[src/inc/ltb_pkg.sv]
package ltb_pkg;
    // clock and time base
    localparam int unsigned CLK_HZ = 50_000_000; // 20 ns period
    localparam int unsigned TICK_US = 1000; // delay settings count in 1 ms
    localparam int unsigned TICK_CYC = CLK_HZ / 1_000_000 * TICK_US; // cycles per tick
    localparam int unsigned TW = 16; // width of a delay setting
    localparam int unsigned SW = 8; // width of a speed value
    // controller register byte offsets
    localparam logic [3:0] CTRL_OFS = 4'h0;
    localparam logic [3:0] T4_OFS = 4'h4;
    localparam logic [3:0] STAT_OFS = 4'h8;
    // control register fields
    localparam int unsigned CTRL_UP = 0;
    localparam int unsigned CTRL_DOWN = 1;
    localparam int unsigned CTRL_EN_A = 2;
    localparam int unsigned CTRL_EN_B = 3;
    localparam int unsigned CTRL_SEL_A = 4;
    localparam int unsigned CTRL_SEL_B = 5;
    localparam int unsigned CTRL_HIGH = 6;
    localparam int unsigned CTRL_W = 7;
    // status register fields
    localparam int unsigned STAT_BRAKE = 0;
    localparam int unsigned STAT_CONT = 1;
    localparam int unsigned STAT_LED_UP = 2;
    localparam int unsigned STAT_LED_DN = 3;
    localparam int unsigned STAT_ZERO = 4;
    localparam int unsigned STAT_MAIN = 5;
    localparam int unsigned STAT_SPEED = 8;
    // reset values
    localparam logic [CTRL_W-1:0] CTRL_RST = 7'h00;
    localparam logic [TW-1:0] T4_RST = 16'h0064;
    localparam logic [1:0] RESP_OK = 2'h0;
    localparam logic [1:0] RESP_ERR = 2'h2;
    // travel sequencer states
    typedef enum logic [1:0] {ST_IDLE, ST_START, ST_RUN, ST_STOP} ltb_state_e;
endpackage : ltb_pkg

[src/inc/ltb_if.sv]
`timescale 1ns/1ns
interface ltb_if;
    logic travel_up_cmd; // run upward
    logic travel_down_cmd; // run downward
    logic safety_enable_a; // first enable
    logic safety_enable_b; // second enable
    logic speed_select_bit_a; // creep code bit a
    logic speed_select_bit_b; // creep code bit b
    logic high_speed_select; // high speed request
    logic brake_ctrl; // high opens the brake
    logic contactor_drive_out; // main contactor drive
    logic run_up_led; // up run indicator
    logic run_down_led; // down run indicator
    logic zero_speed; // cabin stands still
    logic [ltb_pkg::SW-1:0] speed_fb; // present speed
    modport dev(input travel_up_cmd, input travel_down_cmd, input safety_enable_a,
        input safety_enable_b, input speed_select_bit_a, input speed_select_bit_b,
        input high_speed_select, output brake_ctrl, output contactor_drive_out,
        output run_up_led, output run_down_led, output zero_speed, output speed_fb);
    modport ctl(output travel_up_cmd, output travel_down_cmd, output safety_enable_a,
        output safety_enable_b, output speed_select_bit_a, output speed_select_bit_b,
        output high_speed_select, input brake_ctrl, input contactor_drive_out,
        input run_up_led, input run_down_led, input zero_speed, input speed_fb);
endinterface : ltb_if

[src/rtl/ltb_ctrl.sv]
`timescale 1ns/1ns
module ltb_ctrl #(
    parameter int unsigned TICK_CYC = ltb_pkg::TICK_CYC
) (
    input wire logic clk,
    input wire logic rst_n,
    input wire logic ce,
    ltb_if.ctl link,
    input wire logic [3:0] s_axi_awaddr,
    input wire logic s_axi_awvalid,
    output logic s_axi_awready,
    input wire logic [31:0] s_axi_wdata,
    input wire logic [3:0] s_axi_wstrb,
    input wire logic s_axi_wvalid,
    output logic s_axi_wready,
    output logic [1:0] s_axi_bresp,
    output logic s_axi_bvalid,
    input wire logic s_axi_bready,
    input wire logic [3:0] s_axi_araddr,
    input wire logic s_axi_arvalid,
    output logic s_axi_arready,
    output logic [31:0] s_axi_rdata,
    output logic [1:0] s_axi_rresp,
    output logic s_axi_rvalid,
    input wire logic s_axi_rready,
    output logic main_contactor_out
);
    localparam int unsigned PW = $clog2(TICK_CYC + 1); // prescaler width
    localparam logic [PW-1:0] TICK_LAST = PW'(TICK_CYC - 1);

    logic [ltb_pkg::CTRL_W-1:0] ctrl_q, ctrl_d; // link command bits
    logic [ltb_pkg::TW-1:0] t4_q, t4_d; // contactor_open_delay in ms
    logic aw_got_q, aw_got_d; // write address held
    logic w_got_q, w_got_d; // write data held
    logic [3:0] awa_q, awa_d; // held write address
    logic [31:0] wd_q, wd_d; // held write data
    logic [3:0] ws_q, ws_d; // held strobes
    logic bv_q, bv_d; // write response pending
    logic [1:0] br_q, br_d; // write response code
    logic rv_q, rv_d; // read data pending
    logic [31:0] rd_q, rd_d; // read data
    logic [1:0] rr_q, rr_d; // read response code
    logic [PW-1:0] pre_q, pre_d; // tick prescaler
    logic [ltb_pkg::TW-1:0] cnt_q, cnt_d; // contactor open count
    logic main_q, main_d; // main contactor request
    logic [31:0] status; // live status word
    logic en_on; // both enables driven

    // status word from link inputs and main_q
    always_comb begin
        status = '0;
        status[ltb_pkg::STAT_BRAKE] = link.brake_ctrl;
        status[ltb_pkg::STAT_CONT] = link.contactor_drive_out;
        status[ltb_pkg::STAT_LED_UP] = link.run_up_led;
        status[ltb_pkg::STAT_LED_DN] = link.run_down_led;
        status[ltb_pkg::STAT_ZERO] = link.zero_speed;
        status[ltb_pkg::STAT_MAIN] = main_q;
        status[ltb_pkg::STAT_SPEED +: ltb_pkg::SW] = link.speed_fb;
        en_on = ctrl_q[ltb_pkg::CTRL_EN_A] && ctrl_q[ltb_pkg::CTRL_EN_B];
    end

    // bus slave next state
    always_comb begin
        ctrl_d = ctrl_q;
        t4_d = t4_q;
        aw_got_d = aw_got_q;
        w_got_d = w_got_q;
        awa_d = awa_q;
        wd_d = wd_q;
        ws_d = ws_q;
        bv_d = bv_q;
        br_d = br_q;
        rv_d = rv_q;
        rd_d = rd_q;
        rr_d = rr_q;
        // capture address and data in either order
        if (s_axi_awvalid && s_axi_awready) begin
            aw_got_d = 1'b1;
            awa_d = s_axi_awaddr;
        end
        if (s_axi_wvalid && s_axi_wready) begin
            w_got_d = 1'b1;
            wd_d = s_axi_wdata;
            ws_d = s_axi_wstrb;
        end
        // commit once both halves are held
        if (aw_got_q && w_got_q && !bv_q) begin
            aw_got_d = 1'b0;
            w_got_d = 1'b0;
            bv_d = 1'b1;
            br_d = ltb_pkg::RESP_OK;
            unique case (awa_q[3:2])
                ltb_pkg::CTRL_OFS[3:2]: begin
                    if (ws_q[0]) begin
                        ctrl_d = wd_q[ltb_pkg::CTRL_W-1:0];
                    end
                end
                ltb_pkg::T4_OFS[3:2]: begin
                    if (ws_q[0]) begin
                        t4_d[7:0] = wd_q[7:0];
                    end
                    if (ws_q[1]) begin
                        t4_d[15:8] = wd_q[15:8];
                    end
                end
                ltb_pkg::STAT_OFS[3:2]: br_d = ltb_pkg::RESP_OK; // read only
                default: br_d = ltb_pkg::RESP_ERR; // unmapped
            endcase
        end
        if (bv_q && s_axi_bready) begin
            bv_d = 1'b0;
        end
        // reads answer one cycle after address
        if (s_axi_arvalid && s_axi_arready) begin
            rv_d = 1'b1;
            rr_d = ltb_pkg::RESP_OK;
            unique case (s_axi_araddr[3:2])
                ltb_pkg::CTRL_OFS[3:2]: rd_d = {25'h0000000, ctrl_q};
                ltb_pkg::T4_OFS[3:2]: rd_d = {16'h0000, t4_q};
                ltb_pkg::STAT_OFS[3:2]: rd_d = status;
                default: begin
                    rd_d = '0;
                    rr_d = ltb_pkg::RESP_ERR;
                end
            endcase
        end else if (rv_q && s_axi_rready) begin
            rv_d = 1'b0;
        end
    end

    // contactor timing after enables drop
    always_comb begin
        pre_d = (pre_q == TICK_LAST) ? '0 : pre_q + 1'b1;
        cnt_d = cnt_q;
        main_d = main_q;
        if (en_on) begin
            pre_d = '0;
            cnt_d = '0;
            main_d = 1'b1;
        end else if (main_q) begin
            if (cnt_q >= t4_q) begin
                main_d = 1'b0;
            end else if (pre_q == TICK_LAST) begin
                cnt_d = cnt_q + 1'b1;
            end
        end
    end

    // registers, frozen while ce is low
    always_ff @(posedge clk) begin
        if (!rst_n) begin
            ctrl_q <= ltb_pkg::CTRL_RST;
            t4_q <= ltb_pkg::T4_RST;
            aw_got_q <= 1'b0;
            w_got_q <= 1'b0;
            awa_q <= '0;
            wd_q <= '0;
            ws_q <= '0;
            bv_q <= 1'b0;
            br_q <= ltb_pkg::RESP_OK;
            rv_q <= 1'b0;
            rd_q <= '0;
            rr_q <= ltb_pkg::RESP_OK;
            pre_q <= '0;
            cnt_q <= '0;
            main_q <= 1'b0;
        end else if (ce) begin
            ctrl_q <= ctrl_d;
            t4_q <= t4_d;
            aw_got_q <= aw_got_d;
            w_got_q <= w_got_d;
            awa_q <= awa_d;
            wd_q <= wd_d;
            ws_q <= ws_d;
            bv_q <= bv_d;
            br_q <= br_d;
            rv_q <= rv_d;
            rd_q <= rd_d;
            rr_q <= rr_d;
            pre_q <= pre_d;
            cnt_q <= cnt_d;
            main_q <= main_d;
        end
    end

    // bus handshakes and link drive
    assign s_axi_awready = ce && !aw_got_q && !bv_q;
    assign s_axi_wready = ce && !w_got_q && !bv_q;
    assign s_axi_bvalid = bv_q;
    assign s_axi_bresp = br_q;
    assign s_axi_arready = ce && !rv_q;
    assign s_axi_rvalid = rv_q;
    assign s_axi_rdata = rd_q;
    assign s_axi_rresp = rr_q;
    assign link.travel_up_cmd = ctrl_q[ltb_pkg::CTRL_UP];
    assign link.travel_down_cmd = ctrl_q[ltb_pkg::CTRL_DOWN];
    assign link.safety_enable_a = ctrl_q[ltb_pkg::CTRL_EN_A];
    assign link.safety_enable_b = ctrl_q[ltb_pkg::CTRL_EN_B];
    assign link.speed_select_bit_a = ctrl_q[ltb_pkg::CTRL_SEL_A];
    assign link.speed_select_bit_b = ctrl_q[ltb_pkg::CTRL_SEL_B];
    assign link.high_speed_select = ctrl_q[ltb_pkg::CTRL_HIGH];
    assign main_contactor_out = main_q;
endmodule : ltb_ctrl

[src/flat_wrapper.sv]
// flat-port wrapper written by rule: the top's interface ports become plain ports
module ltb_ctrl_flat 
#(
    parameter int unsigned TICK_CYC = ltb_pkg::TICK_CYC
)
  (clk, rst_n, ce, s_axi_awaddr, s_axi_awvalid, s_axi_awready, s_axi_wdata, s_axi_wstrb, s_axi_wvalid, s_axi_wready, s_axi_bresp, s_axi_bvalid, s_axi_bready, s_axi_araddr, s_axi_arvalid, s_axi_arready, s_axi_rdata, s_axi_rresp, s_axi_rvalid, s_axi_rready, main_contactor_out, link_travel_up_cmd, link_travel_down_cmd, link_safety_enable_a, link_safety_enable_b, link_speed_select_bit_a, link_speed_select_bit_b, link_high_speed_select, link_brake_ctrl, link_contactor_drive_out, link_run_up_led, link_run_down_led, link_zero_speed, link_speed_fb);
  ltb_if link_i ();
  input wire logic clk;
  input wire logic rst_n;
  input wire logic ce;
  input wire logic [3:0] s_axi_awaddr;
  input wire logic s_axi_awvalid;
  output logic s_axi_awready;
  input wire logic [31:0] s_axi_wdata;
  input wire logic [3:0] s_axi_wstrb;
  input wire logic s_axi_wvalid;
  output logic s_axi_wready;
  output logic [1:0] s_axi_bresp;
  output logic s_axi_bvalid;
  input wire logic s_axi_bready;
  input wire logic [3:0] s_axi_araddr;
  input wire logic s_axi_arvalid;
  output logic s_axi_arready;
  output logic [31:0] s_axi_rdata;
  output logic [1:0] s_axi_rresp;
  output logic s_axi_rvalid;
  input wire logic s_axi_rready;
  output logic main_contactor_out;
  output wire logic [$bits(link_i.travel_up_cmd)-1:0] link_travel_up_cmd;
  output wire logic [$bits(link_i.travel_down_cmd)-1:0] link_travel_down_cmd;
  output wire logic [$bits(link_i.safety_enable_a)-1:0] link_safety_enable_a;
  output wire logic [$bits(link_i.safety_enable_b)-1:0] link_safety_enable_b;
  output wire logic [$bits(link_i.speed_select_bit_a)-1:0] link_speed_select_bit_a;
  output wire logic [$bits(link_i.speed_select_bit_b)-1:0] link_speed_select_bit_b;
  output wire logic [$bits(link_i.high_speed_select)-1:0] link_high_speed_select;
  input wire logic [$bits(link_i.brake_ctrl)-1:0] link_brake_ctrl;
  input wire logic [$bits(link_i.contactor_drive_out)-1:0] link_contactor_drive_out;
  input wire logic [$bits(link_i.run_up_led)-1:0] link_run_up_led;
  input wire logic [$bits(link_i.run_down_led)-1:0] link_run_down_led;
  input wire logic [$bits(link_i.zero_speed)-1:0] link_zero_speed;
  input wire logic [$bits(link_i.speed_fb)-1:0] link_speed_fb;
  assign link_travel_up_cmd = link_i.travel_up_cmd;
  assign link_travel_down_cmd = link_i.travel_down_cmd;
  assign link_safety_enable_a = link_i.safety_enable_a;
  assign link_safety_enable_b = link_i.safety_enable_b;
  assign link_speed_select_bit_a = link_i.speed_select_bit_a;
  assign link_speed_select_bit_b = link_i.speed_select_bit_b;
  assign link_high_speed_select = link_i.high_speed_select;
  assign link_i.brake_ctrl = link_brake_ctrl;
  assign link_i.contactor_drive_out = link_contactor_drive_out;
  assign link_i.run_up_led = link_run_up_led;
  assign link_i.run_down_led = link_run_down_led;
  assign link_i.zero_speed = link_zero_speed;
  assign link_i.speed_fb = link_speed_fb;
  ltb_ctrl #(.TICK_CYC(TICK_CYC)) u_core (.clk(clk), .rst_n(rst_n), .ce(ce), .link(link_i), .s_axi_awaddr(s_axi_awaddr), .s_axi_awvalid(s_axi_awvalid), .s_axi_awready(s_axi_awready), .s_axi_wdata(s_axi_wdata), .s_axi_wstrb(s_axi_wstrb), .s_axi_wvalid(s_axi_wvalid), .s_axi_wready(s_axi_wready), .s_axi_bresp(s_axi_bresp), .s_axi_bvalid(s_axi_bvalid), .s_axi_bready(s_axi_bready), .s_axi_araddr(s_axi_araddr), .s_axi_arvalid(s_axi_arvalid), .s_axi_arready(s_axi_arready), .s_axi_rdata(s_axi_rdata), .s_axi_rresp(s_axi_rresp), .s_axi_rvalid(s_axi_rvalid), .s_axi_rready(s_axi_rready), .main_contactor_out(main_contactor_out));
endmodule
[config.mk]
export PLATFORM = sky130hd
export DESIGN_NAME = ltb_ctrl_flat
export DESIGN_NICKNAME = d
export VERILOG_FILES = /design/src/inc/ltb_pkg.sv /design/src/inc/ltb_if.sv /design/src/rtl/ltb_ctrl.sv /design/src/flat_wrapper.sv
export SDC_FILE = /design/constraint.sdc
export NUM_CORES = 1
export LEC_CHECK = 0
export CORE_ASPECT_RATIO = 1.2
export CORE_MARGIN = 2
export CORE_UTILIZATION = 30
export CTS_BUF_LIST = sky130_fd_sc_hd__clkbuf_4
export DETAILED_ROUTE_END_ITERATION = 10
export DONT_BUFFER_PORTS = 1
export GPL_TIMING_DRIVEN = 0
export HOLD_SLACK_MARGIN = 0.12
export SYNTH_ARGS = -nofsm -noshare
export SYNTH_HDL_FRONTEND = slang
export SYNTH_SLANG_ARGS = --single-unit
[constraint.sdc]
create_clock -name clk -period 2.35 [get_ports clk]
set_clock_uncertainty 0.1 [all_clocks]
set_input_delay 0.5875 -clock clk [delete_from_list [all_inputs] [get_ports clk]]
set_output_delay 0.5875 -clock clk [all_outputs]
set_load 0.1 [all_outputs]
=== Yosys cells after proc, flatten, opt, wreduce, memory -nomap -nowiden ===
Index checks and enable logic that the tools add are counted.

* Flip-flop bits (word level): 118
* Bits in latches: 0
* Bits in writable memories: 0
* Memory bits (read-only): 0
* Output and inout port bits: 49
* Word-level logic and storage cells: 84
* Memories kept: 0

* Add/subtract/negate cells: 2
* Multiply operators: 0
* Div/mod/pow operators: 0
* Magnitude comparators: 1
* Equal/unequal tests: 6
* Shift-type cells: 0
* Multiplexer cells: 20
* Bitwise gates (word level): 0
* Reductions and logical operators: 39

{| class="wikitable"
|+ Operators by type and width
! cell !! count
|-
| two-way mux 16 bit || 6
|-
| case mux 16 bit (3 select lines) || 1
|-
| adder 16 x 1 -> 16 bit, second input constant || 2
|-
| == test 16 bit, second input constant || 1
|-
| greater-or-equal comparator 16 bit || 1
|-
| AND reduction 2 bit || 8
|-
| AND reduction 4 bit || 4
|-
| logical AND 1 bit || 13
|-
| nonzero test 2 bit || 6
|-
| two-way mux 1 bit || 11
|-
| OR reduction 3 bit || 2
|-
| == test 2 x 1 -> 1 bit, second input constant || 2
|-
| == test 2 bit, second input constant || 2
|-
| zero test 1 bit || 4
|-
| zero test 2 bit || 2
|-
| two-way mux 2 bit || 2
|-
| inequality test 2 x 1 -> 1 bit, second input constant || 1
|}

=== Longest topological paths before layout ===
Gate-level depths: netlist of run 1.

* Word-level depth: 6
* Mapped depth: 8

=== Worst setup path after synthesis of run 1 ===
No wires, ideal clock.

* Path kind: reg2reg
* Start: register u_core.bv_q, in the netlist u_core.s_axi_bvalid
* End: register u_core.wd_q[15]
* Setup time: 0.076 ns
* Arrival time: 3.267 ns
* Path slack: -1.093 ns
* Cell stages (with the launch flop): 8
* Buffers on the path: 2
* Clock period less this slack: 3.443 ns
* Path through: dfxtp_1 nand2b_1 nor2_1 and2_1 clkbuf_1 clkbuf_1 nand2_1 a21boi_0

* Longest elaborated chain between the ends: 4

{| class="wikitable"
|+ Ends and longest elaborated chain
! item !! line !! text
|-
| from (decl) || ltb_ctrl.sv:38 || <nowiki>logic bv_q, bv_d;</nowiki>
|-
| from (signal assigned) || ltb_ctrl.sv:175 || <nowiki>bv_q <= bv_d;</nowiki>
|-
| zero test 1 bit || ltb_ctrl.sv:188 || <nowiki>assign s_axi_wready = ce && !w_got_q && !bv_q;</nowiki>
|-
| logical AND 1 bit || ltb_ctrl.sv:188 ||
|-
| net s_axi_wready || flat_wrapper.sv:17 || <nowiki>output logic s_axi_wready;</nowiki>
|-
| logical AND 1 bit || ltb_ctrl.sv:81 || <nowiki>if (s_axi_wvalid && s_axi_wready) begin</nowiki>
|-
| AND reduction 2 bit (no source line) || n/a ||
|-
| to (signal assigned) || ltb_ctrl.sv:173 || <nowiki>wd_q <= wd_d;</nowiki>
|-
| to (decl) || ltb_ctrl.sv:36 || <nowiki>logic [31:0] wd_q, wd_d;</nowiki>
|}

The timed path passes the listed nets, and every way through them passes these cells.
A chain may end at the register's enable or synchronous reset.

=== Worst setup path in the final report of run 1 ===
* Start: register u_core.cnt_q[8] in the netlist's numbering
* End: register u_core.cnt_q[13] in the netlist's numbering

* Longest elaborated chain between the ends: 5
* Elaborated cells between the ends (all ways): 8

{| class="wikitable"
|+ Ends and longest elaborated chain
! item !! line !! text
|-
| from (decl) || ltb_ctrl.sv:44 || <nowiki>logic [ltb_pkg::TW-1:0] cnt_q, cnt_d;</nowiki>
|-
| from (signal assigned) || ltb_ctrl.sv:181 || <nowiki>cnt_q <= cnt_d;</nowiki>
|-
| adder 16 x 1 -> 16 bit || ltb_ctrl.sv:144 || <nowiki>cnt_d = cnt_q + 1'b1;</nowiki>
|-
| two-way mux 16 bit || ltb_ctrl.sv:143 || <nowiki>end else if (pre_q == TICK_LAST) begin</nowiki>
|-
| two-way mux 16 bit || ltb_ctrl.sv:141 || <nowiki>if (cnt_q >= t4_q) begin</nowiki>
|-
| two-way mux 16 bit || ltb_ctrl.sv:140 || <nowiki>end else if (main_q) begin</nowiki>
|-
| two-way mux 16 bit || ltb_ctrl.sv:136 || <nowiki>if (en_on) begin</nowiki>
|}

Several ways; a longest one is shown, not always the timed one. The select of a mux whose other input is x is not followed.

==> results of run 1 <==
[state kept, by name, summed over array words and instances (netlist names), 2 cells and up]
name                flops
u_core.ws_q             2
u_core.awa_q            2
u_core.s_axi_rdata     16
u_core.ctrl_q           7
u_core.t4_q            16
u_core.cnt_q           16
u_core.wd_q            16
u_core.pre_q           16
[per-stage QoR]
stage	utilization	cells
finish	0.366	823
detailed placement	0.326	782
global placement	0.326	782
floorplan	-	570
global route	0.366	823
CTS	0.354	809
[path summary, 6_finish.rpt]
check | from | end | slack (ns) | cells past startpoint
setup / recovery | u_core.cnt_q[8]$_SDFFE_PN0P_ | u_core.cnt_q[13]$_SDFFE_PN0P_ | -0.05 | 10
hold / removal | s_axi_wdata[2] | u_core.wd_q[2]$_SDFFE_PN0P_ | 0.15 | 2
setup reg to reg | u_core.cnt_q[8]$_SDFFE_PN0P_ | u_core.cnt_q[13]$_SDFFE_PN0P_ | -0.05 | 10
hold reg to reg | u_core.ws_q[1]$_SDFFE_PN0P_ | u_core.ws_q[1]$_SDFFE_PN0P_ | 0.37 | 2
[cell usage after synthesis (2+ instances only)]
master / number
o22ai_1: 4
mux2i_1: 34
a211oi_1: 2
xor2_1: 7
ha_1: 18
nor2_1: 37
nand3_1: 16
and4_1: 2
o211a_1: 6
buf_4: 18
nor3_1: 4
o211ai_1: 8
a21oi_1: 11
a221oi_1: 8
o2bb2a_1: 4
and2_1: 6
buf_2: 2
and3_1: 7
nor4_1: 2
or3_1: 2
inv_1: 24
nand3b_1: 4
a21boi_0: 24
nor2b_1: 30
xnor2_1: 5
nor3b_1: 9
nand2_1: 79
dfxtp_1: 98
clkbuf_1: 21
and3b_1: 2
nand4_1: 15
nand2b_1: 3
o21ai_0: 12
o21ai_1: 4
[logic make-up (layout without fill, tap and decap cells)]
kind of cell / Yosys count / in the layout / share of synthesized area
other: 1 / 19 / 0.000771
buffers and inverters: 66 / 106 / 0.0654
xor gates and xnor gates: 12 / 12 / 0.0216
muxes: 34 / 34 / 0.0700
and+or+nand+nor: 227 / 227 / 0.239
AOI/OAI and AO/OA: 97 / 97 / 0.153
adders and majority gates: 18 / 18 / 0.0463
DFF: 98 / 98 / 0.404
[final cells by class]
type	instances	area [sq um]
sequential	98	2000
buffer	40	230
tap	212	265
timing repair buffer	28	241
clock inverter	5	55.1
inverter	24	90.1
multi-input combinational	406	2910
clock buffer	9	67.6
fill	1621	10200
antenna	1	2.50
[power groups by stage]
stage	clock (mW)	sequential, mW	combinational (mW)
after floorplan	0	1.89	0.320
after global placement	0	1.90	0.377
after detailed placement	0	1.90	0.381
after CTS	0.899	1.86	0.388
after global routing	0.967	1.87	0.414
final	0.882	1.86	0.388
[per-layer routing]
metal	part of all wire	wire length, um	vias up	track usage
li1	-	-	2007	-
met5	0	0	-	0
met2	0.52	7080	137	0.288
met4	0.030	416	0	0.0830
met1	0.40	5480	1993	0.174
met3	0.049	667	32	0.0238
[critical path: cells and delay by family (launching register included)]
kind / cells / cell delay [ns]
and+or+nand+nor: 2 / 0.27
buffers and inverters: 3 / 0.40
AOI/OAI and AO/OA: 4 / 0.84
DFF: 1 / 0.40
adders and majority gates: 1 / 0.31
[layout by cell type (no fill, tap or decap), types with 10 or more instances in the layout]
cell type and instances:
conb_1 18, nand2_1 75, clkbuf_4 11, buf_4 40
mux2i_1 34, nand4_1 15, a21boi_0 24, ha_1 12
inv_1 17, dfxtp_2 19, nor2_1 35, nor2b_1 29
dfxtp_1 76, clkbuf_1 15, nand3_1 15, o21ai_0 10
[repair_timing]
| item | 4_1_cts | 5_1_grt |
|---|---|---|
| pin swaps | 15 | 14 |
| resized for setup | 61 | 24 |
| buffers inserted | 14 | 14 |
| hold endpoints to repair | 0 | 0 |
| hold buffers | 0 | 0 |
| setup endpoints to repair | 53 | 44 |
==> results.yml, run 1 <==
synth:
  synth_top_flop_cell: "dfxtp_1"
  ys_ff_latch: 98
  ys_top_cells_by_area: "dfxtp_1, mux2i_1, nand2_1"
  synth.distinct_cells: 59
  avgSynthCellArea_sq_um: 8.79
  ys_seq_area_frac: 0.404
  synth-edff-count: 0
  synth_area_sq_mm: 0.00486
  synth_cells: 553
  ys_warn_count: 0
  synth_top_area_frac: 0.404
  ys_async_sr_fraction: 0
  yosysTopAreaCell: "dfxtp_1"
power_and_ir_drop:
  clkPwrFrac: 0.282
  p_leak_nw: 2.24
  combPwrFrac: 0.124
  sw_frac_of_total: 0.327
  p_int_mw: 2.11
  p_seq_frac: 0.594
  power.density_mw_per_mm2: 535
  total_power_mw: 3.13
  p_switching_mw: 1.02
  peakVddDrop_uv: 306
worst_setup_path:
  critPathCaptureType: "flop"
  critPathRequiredTime_ns: 2.62
  path_max_fanout: 7
  start_kind: "flop"
  cpPeakStageDelay_ns: 0.40
  cp_cell_sequence: "ha_1, nand4_1, a211oi_4, a32oi_4, buf_6, a31oi_4, buf_12, buf_4, nor4_4, o2bb2a_4"
  cp_data_arrival_time_ns: 2.67
  critical_path.slowest_cell: "dfxtp_1"
  crit_type: "reg -> reg"
sta:
  setup_ws_ns: -0.0514
  finalSetupTns_ns: -0.109
  rsz0062_at_grt: "true"
  hold_viol: 0
  slew_headroom: 0.305
  worst_pin_slew_ns: 1.04
  setup_violations: 3
  period_share: 1.02
  post-route-min-period_ns: 2.40
  max_freq_mhz: 416
  timing.hold.ws_ns: 0.147
  slew_violations: 0
detailed_routing:
  dr.pass1.iters: 5
  post_drt_wl_per_cell_um: 16.6
  wirelength_mm: 13.6
  ant_nets: 0
  drcViolationCount: 0
  viasPerCell: 5.07
  drt-initial-drc-count: 233
  vias: 4169
floorplanning:
  die_w_um: 120
  start_util: 0.303
  core_sq_mm: 0.0160
  chipHeight_um: 143
  rows: 51
  io_pins: 114
  fp.dieArea_sq_mm: 0.0172
clock_tree:
  cts_root_buffer: "clkbuf_4"
  clock_sinks: 98
  tritoncts: "built"
  clock_latency_ns: 0.46
  clkTransAtPathRegs_ns: 0.15
  clk_path_buf_depth: 2
  numCtsBuffers: 9
  htree_levels: 3
outcome:
  status: "complete, but fails checks"
  violations: "negative setup slack"
grt:
  grt_pass1_vias: 4056
  grt_overflow: 0
  grt_max_degree: 16
  grt_pass1_wl_mm: 21.3
  grt_usage: 0.157
  grt_antenna_before_repair: 1
place:
  io_buffer_count: 0
  dp_worst_setup_slack_ns: -0.586
  gp_congestion: 0.930
  post_dp_cell_area_sq_mm: 0.00521
  place.detailed.hpwl_mm: 10.3
finish:
  nets: 690
  syn_to_final_growth_pct: 20.6
  final_layout_size_suffix_gt1_frac: 0.223
  design_area_sq_mm: 0.00586
flow_run:
  maxCapViolCount: 0
min_path:
  hold_path.class: "in -> reg"
No activity file was read; power rests on OpenSTA's default activity.
==> run 2: changes to the inputs <==
--- a/config.mk
+++ b/config.mk
@@ -9,6 +9,7 @@
 export CORE_MARGIN = 2
 export CORE_UTILIZATION = 30
 export CTS_BUF_LIST = sky130_fd_sc_hd__clkbuf_4
+export CTS_CLUSTER_SIZE = 30
 export DETAILED_ROUTE_END_ITERATION = 10
 export DONT_BUFFER_PORTS = 1
 export GPL_TIMING_DRIVEN = 0
==> constraint.sdc (replaced) <==
create_clock -name clk -period 2.9 [get_ports clk]
set_clock_uncertainty 0.1 [all_clocks]
set_input_delay 0.725 -clock clk [delete_from_list [all_inputs] [get_ports clk]]
set_output_delay 0.725 -clock clk [all_outputs]
set_load 0.1 [all_outputs]
==> run 2 against run 1 <==
Effect of this change:
- the flow now finishes without violations
- routed wire length decreased by 2.8%
- clock power decreased by 7.4%
- maximum frequency decreased by 12%
- via count decreased by 2.5%
- count of clock-buffer cells in the layout unchanged
- design area decreased by 8.2%
- sequential share of layout area increased by 2.5 points
- non-clock buffer count decreased by 27
- worst hold slack improved by 0.15 ns
- register-to-register slack improved by 0.24 ns
- critical path depth decreased by 2
- combinational power decreased by 20%
- highest routed layer unchanged
==> results.yml, run 2 (synthesis results as in run 1) <==
min_path:
  min_from: "s_axi_wdata[2]"
  hold_path.class: "in -> reg"
  min_to: "u_core.wd_q[2]$_SDFFE_PN0P_"
  holdPathStages: 2
detailed_routing:
  viasPerCell: 5.09
  ant_nets: 0
  dr.pass1.iters: 5
  wirelength_mm: 13.3
  post_drt_wl_per_cell_um: 16.6
  drt-initial-drc-count: 303
  vias: 4064
  drcViolationCount: 0
place:
  place.detailed.hpwl_mm: 10.4
  gp_congestion: 0.965
  dp_worst_setup_slack_ns: -0.660
  post_dp_cell_area_sq_mm: 0.00520
  io_buffer_count: 0
worst_setup_path:
  crit_type: "reg -> reg"
  critPathCaptureType: "flop"
  cp_data_arrival_time_ns: 2.95
  rrSetupSlack_ns: 0.19
  r2r-start: "u_core.cnt_q[0]$_SDFFE_PN0P_"
  path_max_fanout: 8
  critPathRequiredTime_ns: 3.14
  start_kind: "flop"
  reg2reg_to: "u_core.cnt_q[5]$_SDFFE_PN0P_"
  r2r_cells: 8
  crit_start: "u_core.cnt_q[0]$_SDFFE_PN0P_"
finish:
  nets: 663
  design_area_sq_mm: 0.00538
  layout_common_cells: "dfxtp_1, nand2_1, nor2_1"
  syn_to_final_growth_pct: 10.6
  layout_commonest_cell: "dfxtp_1"
  nFillCells: 1673
  final_layout_size_suffix_gt1_frac: 0.0923
power_and_ir_drop:
  p_leak_nw: 2.02
  peakVddDrop_uv: 237
  power.density_mw_per_mm2: 491
clock_tree:
  clock_sinks: 98
  tritoncts: "built"
  cts_hold_buf: 0
  clock_latency_ns: 0.45
  clk_path_buf_depth: 2
  htree_levels: 3
  numCtsBuffers: 9
  cts_root_buffer: "clkbuf_4"
  clkTransAtPathRegs_ns: 0.16
sta:
  post-route-min-period_ns: 2.71
  period_share: 0.936
  slew_violations: 0
  max_freq_mhz: 368
  timing.hold.ws_ns: 0.297
  rsz0062_at_grt: "false"
  slew_headroom: 0.258
  setup_violations: 0
  worst_pin_slew_ns: 1.11
  hold_viol: 0
  setup_ws_ns: 0.186
grt:
  grt_usage: 0.153
  grt_overflow: 0
  grt_antenna_before_repair: 1
  grt_pass1_wl_mm: 20.5
  grt_max_degree: 17
  grt_pass1_vias: 3928
outcome:
  status: "completed"
floorplanning:
  chipHeight_um: 143
  rows: 51
  fp.dieArea_sq_mm: 0.0172
  die_w_um: 120
  core_sq_mm: 0.0160
  start_util: 0.303
  io_pins: 114
flow_run:
  maxCapViolCount: 0
==> run 2: repair_timing <==
item,CTS,global route
pin swaps,1,1
setup buffers,0,0
setup endpoints to repair,41,9
endpoints found under the hold margin,0,0
resized for setup,9,0
==> run 2: layer usage <==
layer,global-route usage,vias up,share of wire
li1,-,1954,-
met1,0.165,1940,0.40
met2,0.281,135,0.51
met3,0.0266,35,0.043
met4,0.0916,0,0.050
met5,0,-,0
==> run 2: power by group <==
part           switching, mW  internal, mW  leakage [nW]
combinational          0.235        0.0751          1.15
sequential             0.133          1.38         0.796
clock                  0.470         0.347        0.0776
total                  0.838          1.80          2.02
==> run 2: worst max-delay path by stage <==
stage                                         endpoint  slack (ns)
after floorplan           u_core.wd_q[15]$_SDFFE_PN0P_       -0.05
after global placement     u_core.wd_q[8]$_SDFFE_PN0P_       -0.54
after detailed placement  u_core.wd_q[15]$_SDFFE_PN0P_       -0.66
after CTS                 u_core.wd_q[15]$_SDFFE_PN0P_        0.01
after global routing       u_core.wd_q[7]$_SDFFE_PN0P_        0.03
final                     u_core.cnt_q[5]$_SDFFE_PN0P_        0.19
==> run 2: stage by stage <==
step,util,power [mW],setup TNS [ns],std cells
floorplan,-,1.79,-0.489,570
detailed placement,0.325,1.85,-15.16,782
finish,0.336,2.64,0,798
global placement,0.325,1.84,-13.30,782
CTS,0.336,2.65,0,798
global route,0.336,2.72,0,798
==> run 2: cell type report <==
type / instances / area [sq um] / share of cell area
inverters: 24 / 90.1 / 0.0168
diodes: 1 / 2.50 / 0.000465
clock inverters: 7 / 91.3 / 0.0170
clock buffers: 9 / 67.6 / 0.0126
multi-input cells: 406 / 2670 / 0.496
well taps: 212 / 265 / 0.0493
plain buffers: 41 / 228 / 0.0423
flip-flops and latches: 98 / 1970 / 0.366
==> run 2: critical path, cell delays in order (launching register included) <==
cell and delay [ns]:
dfxtp_1 0.41, inv_1 0.09, ha_1 0.29, nand2b_1 0.14, a2111o_1 0.46, a32oi_4 0.39, nand3_2 0.17, nand2_1 0.30
o2bb2a_1 0.27
